File: src/sog_cfg.svh
// register offsets, reset values, field positions and ramp constants for the output stage
`ifndef SOG_CFG_SVH
`define SOG_CFG_SVH
`define SOG_IDX_SYNTH_EN 12'h308
`define SOG_IDX_RAMP_LEN 12'h330
`define SOG_IDX_OUT_CFG 12'h331
`define SOG_IDX_GAIN_A 12'h332
`define SOG_IDX_TX_CTRL 12'h338
`define SOG_IDX_STATUS 12'h339
`define SOG_RST_SYNTH_EN 1'h0
`define SOG_RST_RAMP_LEN 3'h0
`define SOG_RST_OUT_CFG 2'h2
`define SOG_RST_GAIN_A 16'h0003
`define SOG_RST_TX_CTRL 2'h0
`define SOG_BIT_COMBINE 0
`define SOG_BIT_DITHER 1
`define SOG_DITHER_BACKOFF 17'h00010
`define SOG_GAIN_UNITY 17'h10000
`define SOG_RAMP_FULL 11'h400
`define SOG_RAMP_STEP_MAX_LOG 3'h7
`define SOG_ROUND_HALF 4'h8
`define SOG_LFSR_SEED 16'hACE1
`endif

File: src/sog_pkg.sv
// types shared by the synthesizer output stage
package sog_pkg;
	typedef logic signed [15:0] sog_sample_type;
	typedef logic [11:0] sog_dac_word_type;
	typedef logic [10:0] sog_ramp_type;
endpackage : sog_pkg

File: src/sog_output_stage.sv
// synthesizer output stage: ramp, combine, gain backoff, dither, output fifo and apb registers
//
// Functional notes
// - transmit on ramps up, off ramps down
// - dither bit adds sub-LSB dither before rounding
// - combine clear keeps oscillators independent
// - combine set sums oscillators into both channels
// - oscillator A gain is one minus backoff/65536
// - dither adds extra backoff under programmed backoff
// - oscillator A gain clamps at zero
// - backoff resets to three
// - synthesizer enable clear holds stage in reset
//
// Register access over APB was left to the implementer.
`timescale 1ns/1ps
`include "sog_cfg.svh"

module sog_fifo #(
	parameter int WIDTH = 24,
	parameter int DEPTH = 32
) (
	input wire logic clk,
	input wire logic rst_n,
	input wire logic flush,
	input wire logic in_valid,
	input wire logic [WIDTH-1:0] in_data,
	output logic in_ready,
	output logic out_valid,
	output logic [WIDTH-1:0] out_data,
	input wire logic out_ready
);
	// depth must be a power of two so the pointers wrap on their own
	localparam int AW = $clog2(DEPTH);
	localparam logic [AW:0] DEPTH_CNT = (AW+1)'(DEPTH);

	logic [WIDTH-1:0] mem [DEPTH];
	logic [AW-1:0] wr_q;
	logic [AW-1:0] rd_q;
	logic [AW:0] count_q;
	logic [AW:0] count_d;
	logic ready_q;
	logic valid_q;

	wire push = in_valid && ready_q;
	wire pop = out_ready && valid_q;

	assign count_d = flush ? '0 : count_q + (AW+1)'(push) - (AW+1)'(pop);
	assign in_ready = ready_q;
	assign out_valid = valid_q;
	assign out_data = mem[rd_q];

	always_ff @(posedge clk)
	begin
		if (push)
		begin
			mem[wr_q] <= in_data;
		end
	end

	always_ff @(posedge clk or negedge rst_n)
	begin
		if (!rst_n)
		begin
			wr_q <= '0;
			rd_q <= '0;
			count_q <= '0;
			ready_q <= 1'b0;
			valid_q <= 1'b0;
		end
		else
		begin
			wr_q <= flush ? '0 : wr_q + AW'(push);
			rd_q <= flush ? '0 : rd_q + AW'(pop);
			count_q <= count_d;
			// flags registered from the next count so both ports see flop outputs
			ready_q <= count_d != DEPTH_CNT;
			valid_q <= count_d != '0;
		end
	end
endmodule : sog_fifo

module sog_output_stage #(
	parameter int FIFO_DEPTH = 32
) (
	input wire logic pclk,
	input wire logic presetn,
	input wire logic psel,
	input wire logic penable,
	input wire logic pwrite,
	input wire logic [15:0] paddr,
	input wire logic [31:0] pwdata,
	output logic pready,
	output logic [31:0] prdata,
	output logic pslverr,
	input wire logic [1:0] transmit_enable,
	input wire sog_pkg::sog_sample_type osc_a_sample,
	input wire sog_pkg::sog_sample_type osc_b_sample,
	input wire logic osc_valid,
	output logic osc_ready,
	output logic out_valid,
	output sog_pkg::sog_dac_word_type converter_chan_a,
	output sog_pkg::sog_dac_word_type converter_chan_b,
	input wire logic out_ready
);
	import sog_pkg::*;

	// registers
	logic synth_en_q;
	logic [2:0] ramp_length_code_q;
	logic [1:0] out_cfg_q;
	logic [15:0] gain_backoff_q;
	logic [1:0] tx_reg_q;
	logic pready_q;
	logic [31:0] prdata_q;
	logic pslverr_q;
	logic [1:0] tx_meta_q;
	logic [1:0] tx_sync_q;
	logic [15:0] lfsr_q;
	sog_ramp_type ramp_q [2];
	logic out_valid_q;
	sog_dac_word_type chan_a_q;
	sog_dac_word_type chan_b_q;

	// apb decode
	wire [11:0] idx = paddr[13:2];
	wire in_range = paddr[15:14] == 2'h0;
	wire hit_en = in_range && idx == `SOG_IDX_SYNTH_EN;
	wire hit_ramp = in_range && idx == `SOG_IDX_RAMP_LEN;
	wire hit_cfg = in_range && idx == `SOG_IDX_OUT_CFG;
	wire hit_gain = in_range && idx == `SOG_IDX_GAIN_A;
	wire hit_tx = in_range && idx == `SOG_IDX_TX_CTRL;
	wire hit_stat = in_range && idx == `SOG_IDX_STATUS;
	wire mapped = hit_en || hit_ramp || hit_cfg || hit_gain || hit_tx || hit_stat;
	wire setup = psel && !penable;
	wire wr_ok = psel && penable && pready_q && pwrite && mapped;

	wire combine = out_cfg_q[`SOG_BIT_COMBINE];
	wire dither_enable = out_cfg_q[`SOG_BIT_DITHER];
	wire osc_a_dither_enable = dither_enable;
	wire [1:0] tx_on = tx_sync_q | tx_reg_q;

	wire [31:0] rd_mux =
		hit_en ? {31'h0, synth_en_q} :
		hit_ramp ? {29'h0, ramp_length_code_q} :
		hit_cfg ? {30'h0, out_cfg_q} :
		hit_gain ? {16'h0, gain_backoff_q} :
		hit_tx ? {30'h0, tx_reg_q} :
		hit_stat ? {8'h0, tx_on, ramp_q[1], ramp_q[0]} : 32'h0;

	// oscillator A gain path
	wire [16:0] backoff_total = {1'b0, gain_backoff_q}
		+ (osc_a_dither_enable ? `SOG_DITHER_BACKOFF : 17'h0);
	// totals of full scale or more leave bit 16 set and give zero gain
	wire [16:0] gain_a = backoff_total[16] ? 17'h0 : `SOG_GAIN_UNITY - backoff_total;
	wire signed [33:0] a_prod = osc_a_sample * $signed({1'b0, gain_a});
	wire signed [15:0] a_gained = a_prod[31:16];

	wire signed [15:0] src [2];
	wire signed [15:0] ramped [2];
	wire signed [15:0] chan_val [2];
	sog_dac_word_type chan_word [2];
	assign src[0] = a_gained;
	assign src[1] = osc_b_sample;

	wire signed [16:0] sum_wide = 17'(ramped[0]) + 17'(ramped[1]);
	wire signed [15:0] sum_sat = (sum_wide > 17'sh07FFF) ? 16'sh7FFF :
		(sum_wide < -17'sh08000) ? -16'sh8000 : sum_wide[15:0];
	assign chan_val[0] = combine ? sum_sat : ramped[0];
	assign chan_val[1] = combine ? sum_sat : ramped[1];

	// ramp step per clock: full scale over 16 << (code - 1) cycles
	wire [2:0] step_log = `SOG_RAMP_STEP_MAX_LOG - ramp_length_code_q;
	wire [10:0] step = 11'h001 << step_log;

	genvar i;
	generate
		for (i = 0; i < 2; i++)
		begin : g_chan
			sog_ramp_type ramp_d;
			wire signed [27:0] prod;
			wire [3:0] round_bits;
			wire signed [16:0] rounded;
			wire signed [12:0] shifted;

			// moving from the current value toward the target reverses a ramp in flight
			assign ramp_d = !synth_en_q ? 11'h000 :
				(ramp_length_code_q == 3'h0) ? (tx_on[i] ? `SOG_RAMP_FULL : 11'h000) :
				tx_on[i] ? ((ramp_q[i] > `SOG_RAMP_FULL - step) ? `SOG_RAMP_FULL : ramp_q[i] + step) :
				((ramp_q[i] < step) ? 11'h000 : ramp_q[i] - step);

			assign prod = src[i] * $signed({1'b0, ramp_q[i]});
			assign ramped[i] = prod[25:10];

			// dither fills the four bits dropped by rounding; otherwise round half up
			// summed channels share one dither draw so both words stay identical
			assign round_bits = dither_enable ? lfsr_q[(combine ? 0 : 4*i) +: 4] : `SOG_ROUND_HALF;
			assign rounded = 17'(chan_val[i]) + 17'($signed({1'b0, round_bits}));
			assign shifted = rounded[16:4];
			assign chan_word[i] = (shifted > 13'sh07FF) ? 12'h7FF :
				(shifted < -13'sh0800) ? 12'h800 : shifted[11:0];

			always_ff @(posedge pclk or negedge presetn)
			begin
				if (!presetn)
				begin
					ramp_q[i] <= 11'h000;
				end
				else
				begin
					ramp_q[i] <= ramp_d;
				end
			end
		end
	endgenerate

	// output fifo carries both converter words together
	wire fifo_in_ready;
	wire fifo_out_valid;
	wire [23:0] fifo_out_data;
	wire out_take = !out_valid_q || out_ready;

	sog_fifo #(
		.WIDTH(24),
		.DEPTH(FIFO_DEPTH)
	) u_fifo (
		.clk(pclk),
		.rst_n(presetn),
		.flush(!synth_en_q),
		.in_valid(osc_valid && synth_en_q),
		.in_data({chan_word[1], chan_word[0]}),
		.in_ready(fifo_in_ready),
		.out_valid(fifo_out_valid),
		.out_data(fifo_out_data),
		.out_ready(out_take)
	);

	assign osc_ready = fifo_in_ready;
	assign pready = pready_q;
	assign prdata = prdata_q;
	assign pslverr = pslverr_q;
	assign out_valid = out_valid_q;
	assign converter_chan_a = chan_a_q;
	assign converter_chan_b = chan_b_q;

	// apb answers one cycle after setup, so the access phase is never stretched
	always_ff @(posedge pclk or negedge presetn)
	begin
		if (!presetn)
		begin
			pready_q <= 1'b0;
			prdata_q <= 32'h0;
			pslverr_q <= 1'b0;
		end
		else
		begin
			pready_q <= setup;
			prdata_q <= (setup && !pwrite) ? rd_mux : 32'h0;
			pslverr_q <= setup && !mapped;
		end
	end

	// software registers keep their values while the stage is held in reset
	always_ff @(posedge pclk or negedge presetn)
	begin
		if (!presetn)
		begin
			synth_en_q <= `SOG_RST_SYNTH_EN;
			ramp_length_code_q <= `SOG_RST_RAMP_LEN;
			out_cfg_q <= `SOG_RST_OUT_CFG;
			gain_backoff_q <= `SOG_RST_GAIN_A;
			tx_reg_q <= `SOG_RST_TX_CTRL;
		end
		else if (wr_ok)
		begin
			if (hit_en)
				synth_en_q <= pwdata[0];
			if (hit_ramp)
				ramp_length_code_q <= pwdata[2:0];
			if (hit_cfg)
				out_cfg_q <= pwdata[1:0];
			if (hit_gain)
				gain_backoff_q <= pwdata[15:0];
			if (hit_tx)
				tx_reg_q <= pwdata[1:0];
		end
	end

	// transmit enable pins are asynchronous to the sample clock
	always_ff @(posedge pclk or negedge presetn)
	begin
		if (!presetn)
		begin
			tx_meta_q <= 2'h0;
			tx_sync_q <= 2'h0;
		end
		else
		begin
			tx_meta_q <= transmit_enable;
			tx_sync_q <= tx_meta_q;
		end
	end

	// dither source; reseeded while disabled so each start repeats the same sequence
	always_ff @(posedge pclk or negedge presetn)
	begin
		if (!presetn)
		begin
			lfsr_q <= `SOG_LFSR_SEED;
		end
		else if (!synth_en_q)
		begin
			lfsr_q <= `SOG_LFSR_SEED;
		end
		else
		begin
			lfsr_q <= {lfsr_q[14:0], lfsr_q[15] ^ lfsr_q[13] ^ lfsr_q[12] ^ lfsr_q[10]};
		end
	end

	// output register keeps the converter ports on flops
	always_ff @(posedge pclk or negedge presetn)
	begin
		if (!presetn)
		begin
			out_valid_q <= 1'b0;
			chan_a_q <= 12'h000;
			chan_b_q <= 12'h000;
		end
		else if (!synth_en_q)
		begin
			out_valid_q <= 1'b0;
			chan_a_q <= 12'h000;
			chan_b_q <= 12'h000;
		end
		else if (out_take)
		begin
			out_valid_q <= fifo_out_valid;
			chan_a_q <= fifo_out_data[11:0];
			chan_b_q <= fifo_out_data[23:12];
		end
	end
endmodule : sog_output_stage

File: config.mk
export PLATFORM = sky130hd
export DESIGN_NAME = sog_output_stage
export DESIGN_NICKNAME = d
export VERILOG_FILES = /design/src/sog_pkg.sv /design/src/sog_output_stage.sv
export VERILOG_INCLUDE_DIRS = /design/src
export SDC_FILE = /design/constraint.sdc
export NUM_CORES = 2
export LEC_CHECK = 0
export BUFFER_PORTS_ARGS = -buffer_cell sky130_fd_sc_hd__buf_2
export CORE_MARGIN = 5
export CORE_UTILIZATION = 40
export DETAILED_ROUTE_END_ITERATION = 16
export SETUP_SLACK_MARGIN = 0.2
export SLEW_MARGIN = 30
export SYNTH_ARGS = -nofsm -noshare
export SYNTH_HDL_FRONTEND = slang
export SYNTH_SLANG_ARGS = --single-unit
File: constraint.sdc
create_clock -name pclk -period 17.9 [get_ports pclk]
set_input_delay 2.685 -clock pclk [delete_from_list [all_inputs] [get_ports pclk]]
set_output_delay 2.685 -clock pclk [all_outputs]
set_load 0.03 [all_outputs]
Yosys cells after proc, flatten, opt, wreduce, memory -nomap -nowiden

Memories as Yosys holds them, arrays and structs flattened.
Index checks and enable logic that the tools add are counted.

Memories kept: 1
Memory bits (writable): 768
Word-level logic and storage cells: 142
Output and inout port bits: 60
Flip-flop bits (word level): 135
Input bits: 89

Memory list:

| memory     | depth | width | rd ports | clocked after memory_dff | write ports | RTL line               | text |
|---|---|---|---|---|---|---|---|
| u_fifo.mem | 32    | 24    | 1        | 0                        | 1           | sog_output_stage.sv:36 | `logic [WIDTH-1:0] mem [DEPTH];` |

Magnitude comparators: 10
Bitwise gates (word level): 4
Muxes and demuxes: 44
Add/sub/neg operators: 15
Eq/ne operators: 8
Multipliers: 3
Reductions and logical operators: 34
Shift operators: 2

Operators with widths:

| kind                     | number |
|---|---|
| $mux W24                 | 7 |
| $mux W11                 | 12 |
| $mux W12                 | 8 |
| $mux W16                 | 5 |
| $eq A12 B10 Y1 const B   | 6 |
| $mul A16 B12 Y26         | 2 |
| $add A16 B5 Y17          | 3 |
| $mul A16 B18 Y32         | 1 |
| $gt A13 B12 Y1 const B   | 2 |
| $lt A13 B12 Y1 const B   | 2 |
| $add A11 B11 Y11         | 2 |
| $gt A11 B11 Y1           | 2 |
| $lt A11 B11 Y1           | 2 |
| $sub A11 B11 Y11         | 2 |
| $add A16 B16 Y17         | 1 |
| $gt A17 B16 Y1 const B   | 1 |
| $lt A17 B16 Y1 const B   | 1 |
| $mux W17                 | 1 |
| $sub A17 B17 Y17 const A | 1 |
| $logic_and A1 B1 Y1      | 16 |
| $shiftx A16 B4 Y4        | 1 |
| $mux W5                  | 3 |
| $shl A1 B3 Y11 const A   | 1 |
| $sub A11 B11 Y11 const A | 1 |
| 18 further kinds         | 37 |

Logic depth before layout (Yosys ltp)

Depth after elaboration: 15
Gate-level depth with buffers: 77
Mapped depth without buffers: 72

By module

From an unflattened synthesis, not the netlist that was laid out.

Cells, all modules: 5087
Area total of the unflattened synthesis: 60805.8 um^2

Modules (own cells, without submodules):

| module           | area an instance (um^2) | cells an instance | times used |
|---|---|---|---|
| sog_fifo         | 30478.0                 | 1572              | 1 |
| sog_output_stage | 30327.8                 | 3515              | 1 |

Least setup slack after synthesis

OpenSTA, ideal clock, no wires.

Kind: input -> register
Start point: in osc_a_sample[7]
End point: mem u_fifo.mem[0][8] (data pin)
Required time: 17.446 ns
Setup time: 0.454 ns
Data arrival time: 18.391 ns
Setup slack: -0.945 ns
Stages on the path: 64
Path buffers: 6
Path through: buf_1 clkbuf_1 nand2_1 fa_1 inv_1 fa_1 inv_1 fa_1 inv_1 fa_1 fa_1 inv_1 fa_1 inv_1 ha_1 a211oi_1 o21bai_1 o41ai_1 (+28 left out) ha_1 clkbuf_1 a211oi_1 o211a_1 clkbuf_1 nor3_2 a211oi_1 o21ai_0 o21a_1 ha_1 a21o_1 a21oi_1 o311a_1 and4_1 nor4b_4 nand4_4 o31a_2 o21ai_0

RTL lines:

| what               | RTL line               | text |
|---|---|---|
| start: declaration | sog_output_stage.sv:96 | `input wire sog_pkg::sog_sample_type osc_a_sample,` |
| end: declaration   | sog_output_stage.sv:36 |  |

Worst setup path in the final report

Start point: reg out_cfg_q[1]
End point: mem u_fifo.mem[6][10] (data pin)

Word-level cells in the longest chain between the ends: 15
Elaborated cells on any way between the ends: 18
Those cells by class: add/sub (4); mul (2); order compare (4); mux (8)

RTL lines:

| what                              | RTL line                | text |
|---|---|---|
| start: declaration                | sog_output_stage.sv:110 | `logic [1:0] out_cfg_q;` |
| start signal: assignment          | sog_output_stage.sv:269 | `` out_cfg_q <= `SOG_RST_OUT_CFG; `` |
| start signal: assignment          | sog_output_stage.sv:280 | `out_cfg_q <= pwdata[1:0];` |
| $mux W5                           | sog_output_stage.sv:152 | `` + (osc_a_dither_enable ? `SOG_DITHER_BACKOFF : 17'h0); `` |
| $add A16 B5 Y17                   | sog_output_stage.sv:151 | `wire [16:0] backoff_total = {1'b0, gain_backoff_q}` |
| $sub A17 B17 Y17 (no source line) | -                       |  |
| $mux W17                          | sog_output_stage.sv:154 | `` wire [16:0] gain_a = backoff_total[16] ? 17'h0 : `SOG_GAIN_UNITY - backoff_total; `` |
| $mul A16 B18 Y32                  | sog_output_stage.sv:155 | `wire signed [33:0] a_prod = osc_a_sample * $signed({1'b0, gain_a});` |
| $mul A16 B12 Y26                  | sog_output_stage.sv:191 | `assign prod = src[i] * $signed({1'b0, ramp_q[i]});` |
| $add A16 B16 Y17                  | sog_output_stage.sv:165 | `wire signed [16:0] sum_wide = 17'(ramped[0]) + 17'(ramped[1]);` |
| $lt A17 B16 Y1                    | sog_output_stage.sv:167 | `(sum_wide < -17'sh08000) ? -16'sh8000 : sum_wide[15:0];` |
| $mux W16                          | sog_output_stage.sv:167 |  |
| $mux W16                          | sog_output_stage.sv:166 | `wire signed [15:0] sum_sat = (sum_wide > 17'sh07FFF) ? 16'sh7FFF :` |
| $mux W16                          | sog_output_stage.sv:168 | `assign chan_val[0] = combine ? sum_sat : ramped[0];` |
| $add A16 B5 Y17 *                 | sog_output_stage.sv:197 | `assign rounded = 17'(chan_val[i]) + 17'($signed({1'b0, round_bits}));` |
| $lt A13 B12 Y1                    | sog_output_stage.sv:200 | `(shifted < -13'sh0800) ? 12'h800 : shifted[11:0];` |
| $mux W12                          | sog_output_stage.sv:200 |  |
| $mux W12 *                        | sog_output_stage.sv:199 | `assign chan_word[i] = (shifted > 13'sh07FF) ? 12'h7FF :` |

Mark *: on every way between the ends. The rest lies on a longest branch, timed or not.

==> metrics.txt <==
status=complete, no violations; Sequential Power Share=52.3%; HP Class=reg2reg; Hold Vio Cnt, Final=0; DRT iter0 DRCs=2950; Max-slew headroom=34.8%; Final Non-Filler Cells=7539; CP dominant cell by count=fa_1; Final HPWL DP=106000 um; total power=about 0.0043 W; EDFF count, synth=around 770; worst-margin pin slew=0.978 ns; CTS tree=built; reg-to-reg startpoint=out_cfg_q[1]; internal power=0.00337 W; DR top layer=met4; DRC violation count after routing=0; number of max-cap violations=0; complex-gate fraction of the synthesized area=8.11%; yosys warns=0; Unique masters post-synth=102; Setup CP Type=reg2reg; most common cell in the synthesized netlist=edfxtp_1; WL/cell=20.0 um; share of layout cells above drive strength 1=about a fifth; Tmin final=17.06 ns; Crit path required time=18.34 ns; placed cells=around 7300; CP max stage cell=dfstp_2; grt ovf=0; via count=39800; Worst Path Arrival=17.50 ns; switch share=21.8%; worst-path fanout max=16; total clock sinks=903; # H-tree levels=3; NumNets Final=6344; most common library cells after synthesis=edfxtp_1, inv_1, fa_1, nand2_1, ha_1; logic gate share of total power=4.5%; fraction of registers with async set/reset=around 15%; Die ar.=160000 um^2; P_sw=between 0.0009 and 0.001 W; Synth top area share=37.8%; first-pass GRT wire length=238000 um; Yosys reg bits=903; vias per inst=between 5 and 6; RePlAce Congestion=0.880; antenna violations before repair=4; Critical Path Sink=u_fifo.mem[6][10]; Total Wirelength=151000 um; Mapped Cells=slightly above 5000; largest family of logic cells by synthesized area=adder cells; met1 WL=69700 um; Finish-stage setup viols=0; maximum vdd ir drop=0.0000718 V; crit path launch=out_cfg_q[1]; leak pwr=approximately 30 nW; Seq/Total Area, Yosys=between 40% and 50%; setup repair after global routing missed its margin=no; Primary FF master, synth=edfxtp_1; routed wl met2=~70000 um; Core Region=152000 um^2; PwrDens=between 60 and 70 nW/um^2; Reg-to-Reg End=u_fifo.mem[6][10]; pre-CTS WS=-0.441 ns; total CTS buffers=87; IO Pins=149; Port Buffers=between 100 and 150; Tot GR Track Use=between 10% and 20%; Final Cycle Share=95.3%; syn avg cell area=12.0 um^2; mux contribution to synthesized area=under 10%; R2R Setup Slk=0.84 ns; CP endpoint kind=flop; Synth Area in XOR/XNOR=roughly 2.0%; CTS max path bufs=3; largest cells by area after synthesis=edfxtp_1, fa_1, ha_1; die width=400 um; fin worst setup slack=0.843 ns; fillers=13800; max-slew violation count=0; vias in the first global route=41400; Cell Area, Synth=approximately 60000 um^2; R2R cell count=74; Synth area leader=edfxtp_1; metal3 WL=8010 um; CP startpoint kind=flop; Pre-antenna DRT Iters=6; clk root buf=clkbuf_16; Worst path max stage delay=0.57 ns; die height=400 um; Post-Synth Adder-Cell Area=between 20% and 30%; setup TNS=0 ns; Layout Skew=approximately 0.044 ns; Worst-path clk slew=0.06 ns; Initial Utilization=40.2%; Clock power frac=43.3%; Max Fclk=0.0586 GHz; row cnt=143; P&R area growth vs syn=15.7%; Synth Area in Simple Gates=9.78%; Clk Latency, worst-skew pair=slightly below 0.7 ns; antenna-violating nets left=0; largest net degree at the start of global routing=88
[cell type report]
class                           count  area [um^2]  area share [%]
Inverter                          671         2520            3.58
Tap cell                         2030         2540            3.60
Clock inverter                     57          607           0.861
Clock buffer                      104         2290            3.25
Timing Repair Buffer              519         4300            6.10
Sequential cell                   903        26500            37.5
Multi-Input combinational cell   3254        31800            45.1
Antenna cell                        1         2.50         0.00355
[kinds of logic after synthesis]
family | Yosys count
DFF | 903
and+or+nand+nor | 1217
adders and majority gates | 824
muxes | 329
xor gates and xnor gates | 137
buffers and inverters | 938
AOI/OAI and AO/OA | 733
other | 1
[flip-flops by register name (all words and copies together) (netlist names), 6 cells and up]
signal,count
u_fifo.count_q,6
u_fifo.mem,768
gain_backoff_q,16
converter_chan_a,12
prdata,24
lfsr_q,16
ramp_q,22
converter_chan_b,12
[worst max-delay path, delay by kind of cell, from the launching register on]
| family | cells | cell delay, ns |
|---|---|---|
| simple gates | 20 | 3.76 |
| xor+xnor | 3 | 0.62 |
| flops | 1 | 0.57 |
| compound gates | 17 | 2.75 |
| buf+inv | 18 | 2.16 |
| fa+ha+maj | 16 | 6.93 |
[cells in the final DEF (no fill, tap or decap), types with 21 or more instances in the layout]
cell type    n
edfxtp_1   768
inv_1      669
fa_1       515
nand2_1    505
buf_4      348
ha_1       290
and2_1     262
a21oi_1    172
mux2i_1    156
nor2_1     129
buf_2      121
dfrtp_1    112
o21ai_0    107
mux4_2      96
clkbuf_16   88
xnor2_1     78
mux2_2      77
o22ai_1     54
o221ai_1    50
a21o_1      49
xor2_1      48
nand3_1     45
a211oi_1    44
and3_1      41
o21a_1      37
buf_12      31
nor3_1      30
o211a_1     29
nand2b_1    25
nor2b_1     22
nor2_2      22
clkinv_2    21
[layer usage]
layer / up-vias / track usage (%)
li1: 18200 / -
met1: 20400 / 27.4
met2: 1012 / 29.9
met3: 159 / 2.27
met4: 0 / 4.42
met5: - / 0
[worst min path at each step]
stage	start	endpoint	slack [ns]	cells after the start
4_1_cts	tx_meta_q[1]	tx_sync_q[1]	0.35	0
2_1_floorplan	tx_meta_q[0]	tx_sync_q[0]	0.33	0
5_1_grt	tx_meta_q[0]	tx_sync_q[0]	0.36	0
3_5_place_dp	tx_meta_q[1]	tx_sync_q[1]	0.34	0
3_3_place_gp	tx_meta_q[0]	tx_sync_q[0]	0.34	0
6_report	tx_meta_q[1]	tx_sync_q[1]	0.35	0
[power groups by stage]
stage	registers [W]	logic [W]	clock network [W]
after floorplan	0.00230	0.0000958	0
after global placement	0.00230	0.000182	0
after CTS	0.00225	0.000187	0.00191
after global routing	0.00225	0.000215	0.00200
after detailed placement	0.00230	0.000184	0
final	0.00225	0.000193	0.00186
[metrics by stage]
stage | hold slack [ns] | util (%) | cell area (um^2)
6_report | 0.352 | 46.5 | 70500
5_1_grt | 0.364 | 46.5 | 70500
4_1_cts | 0.354 | 46.0 | 69800
3_5_place_dp | 0.341 | 43.9 | 66600
3_3_place_gp | 0.339 | 43.7 | 66200
2_1_floorplan | 0.331 | - | 61100
[what timing repair did]
action                                  in CTS  in global routing
hold buffers                                 0                  0
buffers inserted                             6                 26
pin swaps                                    6                 67
cloned                                       4                  0
resized for setup                           26                101
endpoints found under the setup margin     736                768
(Power assumes the default switching activity.)
